File: config.mk
export PLATFORM = sky130hd
export DESIGN_NAME = cdac_ctrl
export DESIGN_NICKNAME = d
export VERILOG_FILES = /design/src/cdac_pkg.sv /design/src/cdac_ctrl.sv /design/src/cdac_settle_timer.sv /design/src/cdac_event_select.sv
export VERILOG_INCLUDE_DIRS = /design/src /design/src/src
export SDC_FILE = /design/constraint.sdc
export NUM_CORES = 1
export LEC_CHECK = 0
export ABC_CLOCK_PERIOD_IN_PS = 3950
export BUFFER_PORTS_ARGS = -buffer_cell sky130_fd_sc_hd__buf_2
export CORE_MARGIN = 2
export CORE_UTILIZATION = 50
export DETAILED_ROUTE_END_ITERATION = 8
export PLACE_DENSITY = 0.8
export SYNTH_ARGS = -nofsm -noshare
export SYNTH_HDL_FRONTEND = slang
export SYNTH_SLANG_ARGS = --single-unit
File: constraint.sdc
create_clock -name clk -period 3.95 [get_ports clk]
set_input_delay 0 -clock clk [delete_from_list [all_inputs] [get_ports clk]]
set_output_delay 0 -clock clk [all_outputs]
set_load 0.02 [all_outputs]
File: src/cdac_regs.svh
// Register offsets, field positions, reset values and timing for the current converter control
`ifndef CDAC_REGS_SVH
`define CDAC_REGS_SVH

`define CDAC_OFF_CTRL       6'h00
`define CDAC_OFF_CURPROG    6'h04
`define CDAC_OFF_DUTY       6'h0C
`define CDAC_OFF_STATUS     6'h18
`define CDAC_OFF_IF         6'h20
`define CDAC_OFF_IFS        6'h24
`define CDAC_OFF_IFC        6'h28
`define CDAC_OFF_IEN        6'h2C

`define CDAC_CTRL_EN        0
`define CDAC_CTRL_SINK      1
`define CDAC_CTRL_MINTR     2
`define CDAC_CTRL_BUSOUT    3
`define CDAC_CTRL_BSEL_LO   4
`define CDAC_CTRL_BSEL_HI   11
`define CDAC_CTRL_MASTDIS   14
`define CDAC_CTRL_BUSPRS    16
`define CDAC_CTRL_PADOUT    18
`define CDAC_CTRL_PADPRS    19
`define CDAC_CTRL_ESEL_LO   20
`define CDAC_CTRL_ESEL_HI   23
`define CDAC_CTRL_MASK      32'h00FD4FFF

`define CDAC_CUR_RANGE_LO   0
`define CDAC_CUR_RANGE_HI   1
`define CDAC_CUR_STEP_LO    8
`define CDAC_CUR_STEP_HI    12
`define CDAC_CUR_TRIM_LO    16
`define CDAC_CUR_TRIM_HI    23
`define CDAC_CUR_MASK       32'h00FF1F03
`define CDAC_CUR_RESET      32'h009B0000

`define CDAC_DUTY_MASK      32'h00000002
`define CDAC_DUTY_DIS       1
`define CDAC_FLAG_SETTLED   0
`define CDAC_FLAG_CONFLICT  1
`define CDAC_FLAG_MASK      2'h3

`define CDAC_RESP_OKAY      2'h0
`define CDAC_RESP_SLVERR    2'h2

// Settling time after enable or reprogramming, in ns
`define CDAC_SETTLE_NS      5000
`define CDAC_CLK_NS         8

`endif

File: src/cdac_pkg.sv
// Types shared by the current converter control files
package cdac_pkg;
    typedef enum logic [1:0] {CDAC_WR_IDLE, CDAC_WR_RESP} cdac_wr_e;
    typedef logic [1:0] cdac_flags_t;
endpackage

File: src/cdac_ctrl.sv
// Current converter control and status block with AXI4-Lite register slave
//
// Function
// - Bus output enable: software bit or event
// - Pad and bus enables gated independently
// - Master disable stops mastering selected bus
// - Master disabled: passive, own request ignored
// - Control bit 2 enables minimum transition
// - Software enable pauses node charge/discharge
// - Trim field bits 23:16, reset 0x9B
// - Step field bits 12:8 sets step
// - Range field bits 1:0, reset 0
// - Status bit 0 shows current settled
// - Status bit 1 shows bus conflict
// - Flag bit 1 latches bus conflict
// - Flag bit 0 set on settled rise
// - Flag-set register writes ones set flags
// - Flag-clear writes clear; read returns, clears
`timescale 1ns/1ps
`include "cdac_regs.svh"
module cdac_ctrl
    import cdac_pkg::*;
#(
    parameter int EVENT_CHANNELS = 12,
    parameter int SETTLE_CYCLES  = (`CDAC_SETTLE_NS + `CDAC_CLK_NS - 1) / `CDAC_CLK_NS
)
(
    input  wire logic                      clk,
    input  wire logic                      rstn,
    // AXI4-Lite slave
    input  wire logic [5:0]                s_axi_awaddr,
    input  wire logic                      s_axi_awvalid,
    output logic                           s_axi_awready,
    input  wire logic [31:0]               s_axi_wdata,
    input  wire logic [3:0]                s_axi_wstrb,
    input  wire logic                      s_axi_wvalid,
    output logic                           s_axi_wready,
    output logic [1:0]                     s_axi_bresp,
    output logic                           s_axi_bvalid,
    input  wire logic                      s_axi_bready,
    input  wire logic [5:0]                s_axi_araddr,
    input  wire logic                      s_axi_arvalid,
    output logic                           s_axi_arready,
    output logic [31:0]                    s_axi_rdata,
    output logic [1:0]                     s_axi_rresp,
    output logic                           s_axi_rvalid,
    input  wire logic                      s_axi_rready,
    // System side
    input  wire logic [EVENT_CHANNELS-1:0] eventChannels,
    input  wire logic [7:0]                busSelectExternal,
    input  wire logic                      busRequestOther,
    output logic                           converterEnable,
    output logic                           sinkSelect,
    output logic [1:0]                     rangeSelect,
    output logic [4:0]                     stepSelect,
    output logic [7:0]                     trimValue,
    output logic                           dutyCycleDisable,
    output logic                           busOutEnable,
    output logic                           padOutEnable,
    output logic                           busMaster,
    output logic [7:0]                     busChannel,
    output logic                           busRequest,
    output logic                           nodePrecharge,
    output logic                           irq
);
    logic [31:0] ctrl_r;
    logic [31:0] curProg_r;
    logic [31:0] duty_r;
    cdac_flags_t flags_r;
    cdac_flags_t ien_r;
    cdac_wr_e    wrState_r;
    logic        awHeld_r;
    logic        wHeld_r;
    logic [5:0]  awAddr_r;
    logic [31:0] wData_r;
    logic [3:0]  wStrb_r;
    logic        settled;
    logic        settled_r;
    logic        conflict;
    logic        conflict_r;
    logic        progChange;
    logic        doWrite;
    logic        wrHit;
    logic        doRead;
    logic        rdClear;
    logic [31:0] wrMask;
    cdac_flags_t setReq;
    cdac_flags_t clrReq;
    logic [31:0] rdData;
    logic        rdHit;

    // Write channel: take address and data in either order, answer after both
    assign s_axi_awready = (wrState_r == CDAC_WR_IDLE) && !awHeld_r;
    assign s_axi_wready  = (wrState_r == CDAC_WR_IDLE) && !wHeld_r;
    assign doWrite = (wrState_r == CDAC_WR_IDLE)
                     && (awHeld_r || s_axi_awvalid) && (wHeld_r || s_axi_wvalid);

    always_ff @(posedge clk or negedge rstn)
    begin
        if (!rstn)
        begin
            wrState_r <= CDAC_WR_IDLE;
            awHeld_r  <= 1'b0;
            wHeld_r   <= 1'b0;
            awAddr_r  <= '0;
            wData_r   <= '0;
            wStrb_r   <= '0;
        end
        else
        begin
            case (wrState_r)
                CDAC_WR_IDLE:
                begin
                    if (s_axi_awvalid && !awHeld_r)
                    begin
                        awAddr_r <= s_axi_awaddr;
                        awHeld_r <= 1'b1;
                    end
                    if (s_axi_wvalid && !wHeld_r)
                    begin
                        wData_r <= s_axi_wdata;
                        wStrb_r <= s_axi_wstrb;
                        wHeld_r <= 1'b1;
                    end
                    if (doWrite)
                    begin
                        awHeld_r  <= 1'b0;
                        wHeld_r   <= 1'b0;
                        wrState_r <= CDAC_WR_RESP;
                    end
                end
                CDAC_WR_RESP:
                begin
                    if (s_axi_bready)
                        wrState_r <= CDAC_WR_IDLE;
                end
                default:
                    wrState_r <= CDAC_WR_IDLE;
            endcase
        end
    end

    assign s_axi_bvalid = (wrState_r == CDAC_WR_RESP);

    // Effective write address, data and byte mask for the cycle of the write
    logic [5:0]  wAddr;
    logic [31:0] wData;
    logic [3:0]  wStrb;
    assign wAddr = awHeld_r ? awAddr_r : s_axi_awaddr;
    assign wData = wHeld_r ? wData_r : s_axi_wdata;
    assign wStrb = wHeld_r ? wStrb_r : s_axi_wstrb;

    genvar gb;
    generate
        for (gb = 0; gb < 4; gb++)
        begin : g_lane
            assign wrMask[gb*8 +: 8] = {8{wStrb[gb]}};
        end
    endgenerate

    // Address decode for writes; unmapped or read-only offsets answer SLVERR
    always_comb
    begin
        wrHit = 1'b1;
        if (wAddr == `CDAC_OFF_CTRL)
            wrHit = 1'b1;
        else if (wAddr == `CDAC_OFF_CURPROG)
            wrHit = 1'b1;
        else if (wAddr == `CDAC_OFF_DUTY)
            wrHit = 1'b1;
        else if (wAddr == `CDAC_OFF_IFS)
            wrHit = 1'b1;
        else if (wAddr == `CDAC_OFF_IFC)
            wrHit = 1'b1;
        else if (wAddr == `CDAC_OFF_IEN)
            wrHit = 1'b1;
        else
            wrHit = 1'b0;
    end

    always_ff @(posedge clk or negedge rstn)
    begin
        if (!rstn)
            s_axi_bresp <= `CDAC_RESP_OKAY;
        else if (doWrite)
            s_axi_bresp <= wrHit ? `CDAC_RESP_OKAY : `CDAC_RESP_SLVERR;
    end

    // Control register; reserved bits never store, so they read zero
    always_ff @(posedge clk or negedge rstn)
    begin
        if (!rstn)
            ctrl_r <= '0;
        else if (doWrite && wAddr == `CDAC_OFF_CTRL)
            ctrl_r <= (ctrl_r & ~wrMask) | (wData & wrMask & `CDAC_CTRL_MASK);
    end

    // Current programming: trim resets to its calibrated middle value
    always_ff @(posedge clk or negedge rstn)
    begin
        if (!rstn)
            curProg_r <= `CDAC_CUR_RESET;
        else if (doWrite && wAddr == `CDAC_OFF_CURPROG)
            curProg_r <= (curProg_r & ~wrMask) | (wData & wrMask & `CDAC_CUR_MASK);
    end

    always_ff @(posedge clk or negedge rstn)
    begin
        if (!rstn)
            duty_r <= '0;
        else if (doWrite && wAddr == `CDAC_OFF_DUTY)
            duty_r <= (duty_r & ~wrMask) | (wData & wrMask & `CDAC_DUTY_MASK);
    end

    always_ff @(posedge clk or negedge rstn)
    begin
        if (!rstn)
            ien_r <= '0;
        else if (doWrite && wAddr == `CDAC_OFF_IEN && wStrb[0])
            ien_r <= wData[1:0];
    end

    // Field outputs to the analog core
    assign converterEnable  = ctrl_r[`CDAC_CTRL_EN];
    assign sinkSelect       = ctrl_r[`CDAC_CTRL_SINK];
    assign rangeSelect      = curProg_r[`CDAC_CUR_RANGE_HI:`CDAC_CUR_RANGE_LO];
    assign stepSelect       = curProg_r[`CDAC_CUR_STEP_HI:`CDAC_CUR_STEP_LO];
    assign trimValue        = curProg_r[`CDAC_CUR_TRIM_HI:`CDAC_CUR_TRIM_LO];
    assign dutyCycleDisable = duty_r[`CDAC_DUTY_DIS];

    // Bus and pad output enables, each with its own mode and soft bit, both using the one event select field
    cdac_event_select #(.CHANNELS(EVENT_CHANNELS)) u_busSel
    (
        .events   (eventChannels),
        .sel      (ctrl_r[`CDAC_CTRL_ESEL_HI:`CDAC_CTRL_ESEL_LO]),
        .prsCtrl  (ctrl_r[`CDAC_CTRL_BUSPRS]),
        .swEnable (ctrl_r[`CDAC_CTRL_BUSOUT]),
        .enable   (busOutEnable)
    );

    cdac_event_select #(.CHANNELS(EVENT_CHANNELS)) u_padSel
    (
        .events   (eventChannels),
        .sel      (ctrl_r[`CDAC_CTRL_ESEL_HI:`CDAC_CTRL_ESEL_LO]),
        .prsCtrl  (ctrl_r[`CDAC_CTRL_PADPRS]),
        .swEnable (ctrl_r[`CDAC_CTRL_PADOUT]),
        .enable   (padOutEnable)
    );

    // Mastering: passive observers follow the external selection
    assign busMaster  = !ctrl_r[`CDAC_CTRL_MASTDIS];
    assign busChannel = busMaster ? ctrl_r[`CDAC_CTRL_BSEL_HI:`CDAC_CTRL_BSEL_LO]
                                  : busSelectExternal;
    assign busRequest = busMaster && busOutEnable;

    // Precharge halts while a software enable is set; event-driven enables do not halt it
    assign nodePrecharge = ctrl_r[`CDAC_CTRL_MINTR]
                           && !ctrl_r[`CDAC_CTRL_BUSOUT]
                           && !ctrl_r[`CDAC_CTRL_PADOUT];

    // Any programming change restarts the settling wait
    assign progChange = doWrite && wAddr == `CDAC_OFF_CURPROG && (wStrb[0] || wStrb[1]
                        || wStrb[2]);

    cdac_settle_timer #(.CYCLES(SETTLE_CYCLES)) u_settle
    (
        .clk     (clk),
        .rstn    (rstn),
        .enable  (converterEnable),
        .restart (progChange),
        .settled (settled)
    );

    assign conflict = busRequest && busRequestOther;

    // Edge history for the flag sources
    always_ff @(posedge clk or negedge rstn)
    begin
        if (!rstn)
        begin
            settled_r  <= 1'b0;
            conflict_r <= 1'b0;
        end
        else
        begin
            settled_r  <= settled;
            conflict_r <= conflict;
        end
    end

    // Read channel: one read at a time, data registered
    assign s_axi_arready = !s_axi_rvalid;
    assign doRead = s_axi_arvalid && s_axi_arready;
    assign rdClear = doRead && s_axi_araddr == `CDAC_OFF_IFC;

    // Flag set and clear requests; hardware and set-register sets win over clears
    always_comb
    begin
        setReq = '0;
        clrReq = '0;
        setReq[`CDAC_FLAG_SETTLED]  = settled && !settled_r;
        setReq[`CDAC_FLAG_CONFLICT] = conflict && !conflict_r;
        if (doWrite && wAddr == `CDAC_OFF_IFS && wStrb[0])
            setReq = setReq | (wData[1:0] & `CDAC_FLAG_MASK);
        if (doWrite && wAddr == `CDAC_OFF_IFC && wStrb[0])
            clrReq = wData[1:0] & `CDAC_FLAG_MASK;
        if (rdClear)
            clrReq = `CDAC_FLAG_MASK;
    end

    always_ff @(posedge clk or negedge rstn)
    begin
        if (!rstn)
            flags_r <= '0;
        else
            flags_r <= (flags_r & ~clrReq) | setReq;
    end

    assign irq = |(flags_r & ien_r);

    // Read decode
    always_comb
    begin
        rdData = '0;
        rdHit  = 1'b1;
        if (s_axi_araddr == `CDAC_OFF_CTRL)
            rdData = ctrl_r;
        else if (s_axi_araddr == `CDAC_OFF_CURPROG)
            rdData = curProg_r;
        else if (s_axi_araddr == `CDAC_OFF_DUTY)
            rdData = duty_r;
        else if (s_axi_araddr == `CDAC_OFF_STATUS)
            rdData = {30'h0, conflict, settled};
        else if (s_axi_araddr == `CDAC_OFF_IF)
            rdData = {30'h0, flags_r};
        else if (s_axi_araddr == `CDAC_OFF_IFC)
            rdData = {30'h0, flags_r};
        else if (s_axi_araddr == `CDAC_OFF_IEN)
            rdData = {30'h0, ien_r};
        else if (s_axi_araddr == `CDAC_OFF_IFS)
            rdData = '0;
        else
            rdHit = 1'b0;
    end

    always_ff @(posedge clk or negedge rstn)
    begin
        if (!rstn)
        begin
            s_axi_rvalid <= 1'b0;
            s_axi_rdata  <= '0;
            s_axi_rresp  <= `CDAC_RESP_OKAY;
        end
        else if (doRead)
        begin
            s_axi_rvalid <= 1'b1;
            s_axi_rdata  <= rdData;
            s_axi_rresp  <= rdHit ? `CDAC_RESP_OKAY : `CDAC_RESP_SLVERR;
        end
        else if (s_axi_rready)
            s_axi_rvalid <= 1'b0;
    end
endmodule

File: src/cdac_settle_timer.sv
// Settling timer: counts after enable or reprogramming, reports settled
`timescale 1ns/1ps
`include "cdac_regs.svh"
module cdac_settle_timer
#(
    parameter int CYCLES = 625
)
(
    input  wire logic clk,
    input  wire logic rstn,
    input  wire logic enable,
    input  wire logic restart,
    output logic      settled
);
    logic [$clog2(CYCLES+1)-1:0] count_r;

    // Count restarts on any change; settled only while enabled and done
    always_ff @(posedge clk or negedge rstn)
    begin
        if (!rstn)
            count_r <= '0;
        else if (!enable || restart)
            count_r <= '0;
        else if (count_r != CYCLES[$clog2(CYCLES+1)-1:0])
            count_r <= count_r + 1'b1;
    end

    always_ff @(posedge clk or negedge rstn)
    begin
        if (!rstn)
            settled <= 1'b0;
        else
            settled <= enable && !restart
                       && (count_r == CYCLES[$clog2(CYCLES+1)-1:0]);
    end
endmodule

File: src/cdac_event_select.sv
// Output-enable selection between software bit and an event-network channel
`timescale 1ns/1ps
module cdac_event_select
#(
    parameter int CHANNELS = 12
)
(
    input  wire logic [CHANNELS-1:0] events,
    input  wire logic [3:0]          sel,
    input  wire logic                prsCtrl,
    input  wire logic                swEnable,
    output logic                     enable
);
    logic chan;

    // Unpopulated channel numbers read as low
    always_comb
    begin
        chan = 1'b0;
        if (32'(sel) < CHANNELS)
            chan = events[sel];
        enable = prsCtrl ? chan : swEnable;
    end
endmodule

==> results of run 1 <==
## worst max-delay path: cells and delay by family (launching register included)
family	cells	cell delay, ns
and+or+nand+nor	3	1.60
AOI/OAI and AO/OA	1	0.29
DFF	1	0.77
## power groups by stage
stage               Combinational (mW)  Sequential [mW]  Clock, mW
floorplan                         1.31             2.47          0
global placement                  1.58             2.56          0
detailed placement                1.62             2.58          0
CTS                               1.66             2.55       1.69
global route                      1.80             2.61       1.77
finish                            1.65             2.55       1.66
## cells in the final DEF (no fill, tap or decap), types with 5 or more instances in the layout
master | Yosys | final
buf_4 | 19 | 9
nor3b_1 | 7 | 7
o21ai_1 | 5 | 5
xnor2_1 | 6 | 6
nor2_1 | 27 | 26
nand3_1 | 5 | 5
clkbuf_16 | 0 | 17
dfrtp_1 | 178 | 178
and2_1 | 15 | 15
nor2b_1 | 30 | 30
dfstp_2 | 5 | 5
inv_1 | 11 | 11
nand3b_1 | 7 | 7
nand2_1 | 39 | 39
o21ai_0 | 36 | 36
and3b_1 | 5 | 5
nor3_1 | 9 | 9
and2b_1 | 21 | 21
mux2_2 | 131 | 131
nand2b_1 | 7 | 6
buf_2 | 11 | 135
a22oi_1 | 33 | 33
a21oi_1 | 9 | 9
dlygate4sd3_1 | 0 | 38
mux2i_1 | 11 | 11
## worst max path at each step
| stage | endpoint | cells past startpoint |
|---|---|---|
| after CTS | duty_r[29] | 4 |
| after floorplan | awAddr_r[0] | 6 |
| after global placement | duty_r[30] | 4 |
| after detailed placement | duty_r[30] | 4 |
| after global routing | duty_r[29] | 4 |
| final | duty_r[29] | 4 |
## logic make-up (layout without fill, tap and decap cells)
group                      Yosys count  after routing  share of synthesized area
other                                1              2                  0.0004375
and+or+nand+nor                    200            200                     0.1411
DFF                                183            183                     0.5350
xor gates and xnor gates            10             10                    0.01022
adders and majority gates            2              2                   0.002919
muxes                              142            142                     0.1849
buffers and inverters               64            227                    0.03970
AOI/OAI and AO/OA                  111            111                    0.08568
## final cells by class
cell class                 count  area [um^2]  share of cell area
timing repair buffer         184         1155              0.1122
clock inverter                13        140.1             0.01361
multi-input combinational    467         3655              0.3550
sequential                   183         4586              0.4454
tap                          220        275.3             0.02674
inverter                      11        41.29            0.004011
clock buffer                  19        442.9             0.04302
## routing by layer
metal	part of all wire	track usage	routed length (um)	vias up
li1	-	-	-	2826
met1	0.46	0.3115	8860	2931
met2	0.47	0.3579	9036	154
met3	0.050	0.04167	956	26
met4	0.020	0.08102	379	0
met5	0	0	0	-
## repair_timing
action / CTS / global route
hold buffers: 38 / 0
endpoints found under the setup margin: 0 / 0
endpoints found under the hold margin: 162 / 0
==> run_results.csv, run 1 <==
group,metric,value,unit
run_status,status,"completed",
power_and_ir_drop,power.share.combinational,0.282,
detailed_routing,drtAntennaViolNets,0,
hold_path,whs_path_depth,4,
floorplan,initial_utilization,0.5151,
hold_path,min_path_type,"in2reg",
yosys,synth_edf_count,0,
timing,period_share,0.7037,
finish,drive_above_1_share,0.3808,
worst_setup_path,startpoint_type,"register",
global_routing,grt_pass1_wl,31.93,mm
clock_tree,cts.repair.resized,0,
power_and_ir_drop,leakage,4.948,nW
worst_setup_path,crit_type,"reg2reg",
timing,fin_setup_tns,0,ns
global_routing,grt_max_degree,98,
floorplan,row_count,47,
detailed_routing,drtPass1Iterations,4,
worst_setup_path,worstPathArrival,3.10,ns
yosys,yosys.area.top_type,"dfrtp_1",
timing,hold_viol,0,
timing,fin_crit,2.780,ns
clock_tree,cts_max_level,4,
yosys,synthArstFlopShare,1.000,
finish,stdcell_count,1097,
timing,worst_slew_pin_slew,1.034,ns
yosys,syn_area,8572,um^2
run,cap_violations,0,
worst_setup_path,path_max_fanout,22,
timing,drv_slew,0,
finish,n_antenna_cell,0,
clock_tree,post-cts-setup-buffers,0,
timing,timing.hold.ws,0.03237,ns
yosys,ys.flop_type,"dfrtp_1",
timing,fin_skew,0.01356,ns
floorplan,dieArea,18210,um^2
yosys,syn_inst,713,
yosys,synth_warnings,0,
power_and_ir_drop,power_density,569.5,nW/um^2
power_and_ir_drop,share_seq_of_total_power,0.435,
floorplan,dieHeight,134.9,um
placed_design,dp_cells,1027,
clock_tree,cts_root_buf,"clkbuf_16",
clock_tree,clk_pin_slew,0.07,ns
finish,fin_area,10290,um^2
floorplan,die_w,134.9,um
worst_setup_path,critPathCaptureType,"register",
finish,nets,942,
placed_design,dpl_cell_area,9331,um^2
worst_setup_path,cp-startpoint,"awHeld_r",
hold_path,min-delay-start,"s_axi_arvalid",
worst_setup_path,timing.rr.start,"awHeld_r",
worst_setup_path,reg2reg_setup_slack,1.17,ns
power_and_ir_drop,p_int,3.937,mW
global_routing,grtUsageTotal,0.2250,
finish,fillers,1301,
placed_design,place_ws,1.171,ns
detailed_routing,vias,5937,
worst_setup_path,r2r-end,"duty_r[29]",
yosys,ys_types,66,
timing,max_freq,359.8,MHz
finish,syn2layout_area_growth,20.10,%
placed_design,dpl.hpwl,12.89,mm
detailed_routing,wl_per_cell,17.53,um
detailed_routing,drt_iter0_drc,368,
global_routing,first_global_vias,6154,
timing,setup_viol_count_final,0,
detailed_routing,post_drt_via_cell_ratio,5.412,
finish,finish.utilization,0.6186,
worst_setup_path,crit_chain,"o22a_2 -> nand2_1 -> nor3_1 -> and2b_1",
clock_tree,clock_latency,0.43,ns
yosys,ys_ff_latch,183,
yosys,synth_common_cells,"178 x dfrtp_1, 131 x mux2_2, 39 x nand2_1",
global_routing,grt.overflow.total,0,
yosys,syn_area_per_cell,12.02,um^2
yosys,synth_top_area_share,0.5196,
worst_setup_path,reg2reg_depth,4,
hold_path,whs_endpoint,"s_axi_rdata[3]",
power_and_ir_drop,power.switching,1.926,mW
worst_setup_path,slowest_delay,0.96,ns
timing,rsz0062_at_grt,"no",
timing,setup_ws,1.170,ns
placed_design,port_buffers,136,
yosys,synth.most_common_cell,"dfrtp_1",
power_and_ir_drop,switching_share,0.3285,
clock_tree,cts_tree,"built",
global_routing,antenna_found_initial,0,
worst_setup_path,cp_data_required_time,4.27,ns
power_and_ir_drop,p_clk_frac,0.284,
detailed_routing,drt-total-wl,19.23,mm
clock_tree,cts.sinks,183,
yosys,seq_area_frac_synth,0.5350,
timing,slew_headroom,0.3052,
floorplan,pin_count,149,
floorplan,coreArea,16640,um^2
power_and_ir_drop,p_total,5.863,mW
clock_tree,clockBufferDepth,2,
detailed_routing,drc,0,
power_and_ir_drop,peakVddDrop,376.2,uV
clock_tree,cts_buffers,17,
placed_design,gp_congestion,0.7996,
worst_setup_path,critical-path-slowest-cell,"nor3_1",
yosys,synth_area_leaders,"dfrtp_1 52%, mux2_2 17%, a22oi_1 2.9%, nor2b_1 2.2%, o21ai_0 2.1%",
Power figures use the tool's default switching activity.
==> run 2, diff against run 1 <==
--- a/config.mk
+++ b/config.mk
@@ -6,12 +6,12 @@
 export SDC_FILE = /design/constraint.sdc
 export NUM_CORES = 1
 export LEC_CHECK = 0
-export ABC_CLOCK_PERIOD_IN_PS = 3950
+export ABC_CLOCK_PERIOD_IN_PS = 2300
 export BUFFER_PORTS_ARGS = -buffer_cell sky130_fd_sc_hd__buf_2
 export CORE_MARGIN = 2
 export CORE_UTILIZATION = 50
 export DETAILED_ROUTE_END_ITERATION = 8
-export PLACE_DENSITY = 0.8
+export PLACE_DENSITY = 0.83
 export SYNTH_ARGS = -nofsm -noshare
 export SYNTH_HDL_FRONTEND = slang
 export SYNTH_SLANG_ARGS = --single-unit
==> constraint.sdc (replaced) <==
create_clock -name clk -period 2.3 [get_ports clk]
set_input_delay 0 -clock clk [delete_from_list [all_inputs] [get_ports clk]]
set_output_delay 0 -clock clk [all_outputs]
set_load 0.02 [all_outputs]
==> run_results.csv, run 2 (synthesized netlist as in run 1, its figures left out) <==
group,metric,value,unit
clock_tree,cts_root_buf,"clkbuf_16",
floorplan,row_count,47,
worst_setup_path,slowest_delay,0.52,ns
global_routing,grt_pass1_wl,32.53,mm
detailed_routing,post_drt_via_cell_ratio,5.482,
detailed_routing,drt_iter0_drc,329,
floorplan,dieHeight,134.9,um
worst_setup_path,critical-path-slowest-cell,"or3b_2",
run_status,status,"completed",
timing,worst_slew_pin_slew,0.6533,ns
finish,finish.utilization,0.6350,
timing,drv_slew,0,
global_routing,first_global_vias,6396,
detailed_routing,drc,0,
finish,mostFrequentLayoutCells,"178 x dfrtp_1, 135 x buf_2, 131 x mux2_2",
placed_design,gp_congestion,0.8336,
finish,drive_above_1_share,0.3942,
clock_tree,cts.sinks,183,
timing,rsz0062_at_grt,"no",
finish,fin_area,10570,um^2
timing,fin_setup_tns,0,ns
timing,slew_headroom,0.5645,
run,cap_violations,0,
placed_design,dp_cells,1045,
power_and_ir_drop,peakVddDrop,783.2,uV
timing,hold_viol,0,
power_and_ir_drop,leakage,5.101,nW
clock_tree,cts_max_level,4,
finish,nets,960,
global_routing,grt_max_degree,69,
timing,max_freq,446.4,MHz
timing,timing.hold.ws,0.02953,ns
global_routing,antenna_found_initial,1,
placed_design,port_buffers,136,
floorplan,coreArea,16640,um^2
timing,fin_crit,2.240,ns
hold_path,min_path_type,"in2reg",
floorplan,die_w,134.9,um
detailed_routing,drtAntennaViolNets,0,
detailed_routing,vias,6107,
worst_setup_path,cp_data_required_time,2.30,ns
clock_tree,cts_tree,"built",
clock_tree,clockBufferDepth,2,
floorplan,pin_count,149,
detailed_routing,drt-total-wl,20.08,mm
worst_setup_path,path_max_fanout,8,
finish,final_common_cell,"dfrtp_1",
placed_design,dpl_cell_area,9517,um^2
worst_setup_path,worstPathArrival,2.24,ns
worst_setup_path,critPathCaptureType,"output port",
worst_setup_path,startpoint_type,"register",
clock_tree,clock_latency,0.43,ns
timing,period_share,0.9740,
placed_design,dpl.hpwl,13.25,mm
global_routing,grt.overflow.total,0,
detailed_routing,drtPass1Iterations,5,
detailed_routing,wl_per_cell,18.03,um
finish,syn2layout_area_growth,23.28,%
global_routing,grtUsageTotal,0.2308,
finish,stdcell_count,1114,
floorplan,dieArea,18210,um^2
worst_setup_path,crit_type,"reg2out",
power_and_ir_drop,power_density,999.3,nW/um^2
timing,setup_viol_count_final,0,
worst_setup_path,crit_chain,"or3b_2 -> o22ai_1 -> a21oi_1 -> a211oi_1 -> buf_2",
clock_tree,cts_buffers,17,
clock_tree,clk_pin_slew,0.06,ns
timing,fin_skew,0.006295,ns
floorplan,initial_utilization,0.5151,
run 2: critical path, delay by kind of cell (launching register included):
kind                   cells  cell delay [ns]
and+or+nand+nor            1             0.52
DFF                        1             0.48
buffers and inverters      1             0.23
AOI/OAI and AO/OA          3             0.58
run 2: what timing repair did:
item,in CTS,in global routing
setup buffers,0,0
endpoints found under the hold margin,131,0
gates resized for setup,1,0
setup endpoints to repair,1,0
hold buffers,38,0
run 2: final timing paths:
| check | start | end | slack [ns] | cells after the start |
|---|---|---|---|---|
| max in group asynchronous | rstn | async pin | 1.31 | 3 |
| setup reg to reg | wHeld_r | curProg_r[26] | 0.16 | 6 |
| min in group asynchronous | rstn | flags_r[1] | 0.15 | 2 |
| setup / recovery | register | busRequest | 0.06 | 5 |
| hold / removal | s_axi_araddr[3] | s_axi_rresp[1] | 0.03 | 3 |
| hold reg to reg | u_settle.settled | settled_r | 0.41 | 0 |
run 2: where the power goes:
group / internal [mW] / switching, mW
Sequential: 3.83 / 0.548
Clock: 2.06 / 1.17
Combinational: 1.43 / 1.52
Total: 7.32 / 3.24
run 2: per-stage QoR:
step           worst slack (ns)  total power [mW]
6_report                0.05983             10.56
5_1_grt                0.004873             11.06
4_1_cts                 0.05288             10.61
3_5_place_dp             0.2218             7.291
3_3_place_gp             0.2603             7.184
2_1_floorplan            0.3729             6.491
run 2: final cells by class:
class,instances,area [um^2]
flip-flops and latches,183,4586
inverters,11,41.29
well taps,220,275.3
fillers,1246,6075
diodes,1,2.502
clock inverters,8,167.7
clock buffers,22,494.2
repair buffers,202,1340
multi-input cells,467,3661
run 2: per-layer routing:
| metal | vias to the layer above | track usage | routed length, um | part of all wire |
|---|---|---|---|---|
| li1 | 2850 | - | - | - |
| met1 | 3049 | 0.3018 | 8822 | 0.44 |
| met2 | 176 | 0.3770 | 9707 | 0.48 |
| met3 | 32 | 0.05706 | 1134 | 0.056 |
| met4 | 0 | 0.08218 | 419 | 0.021 |
| met5 | - | 0 | 0 | 0 |
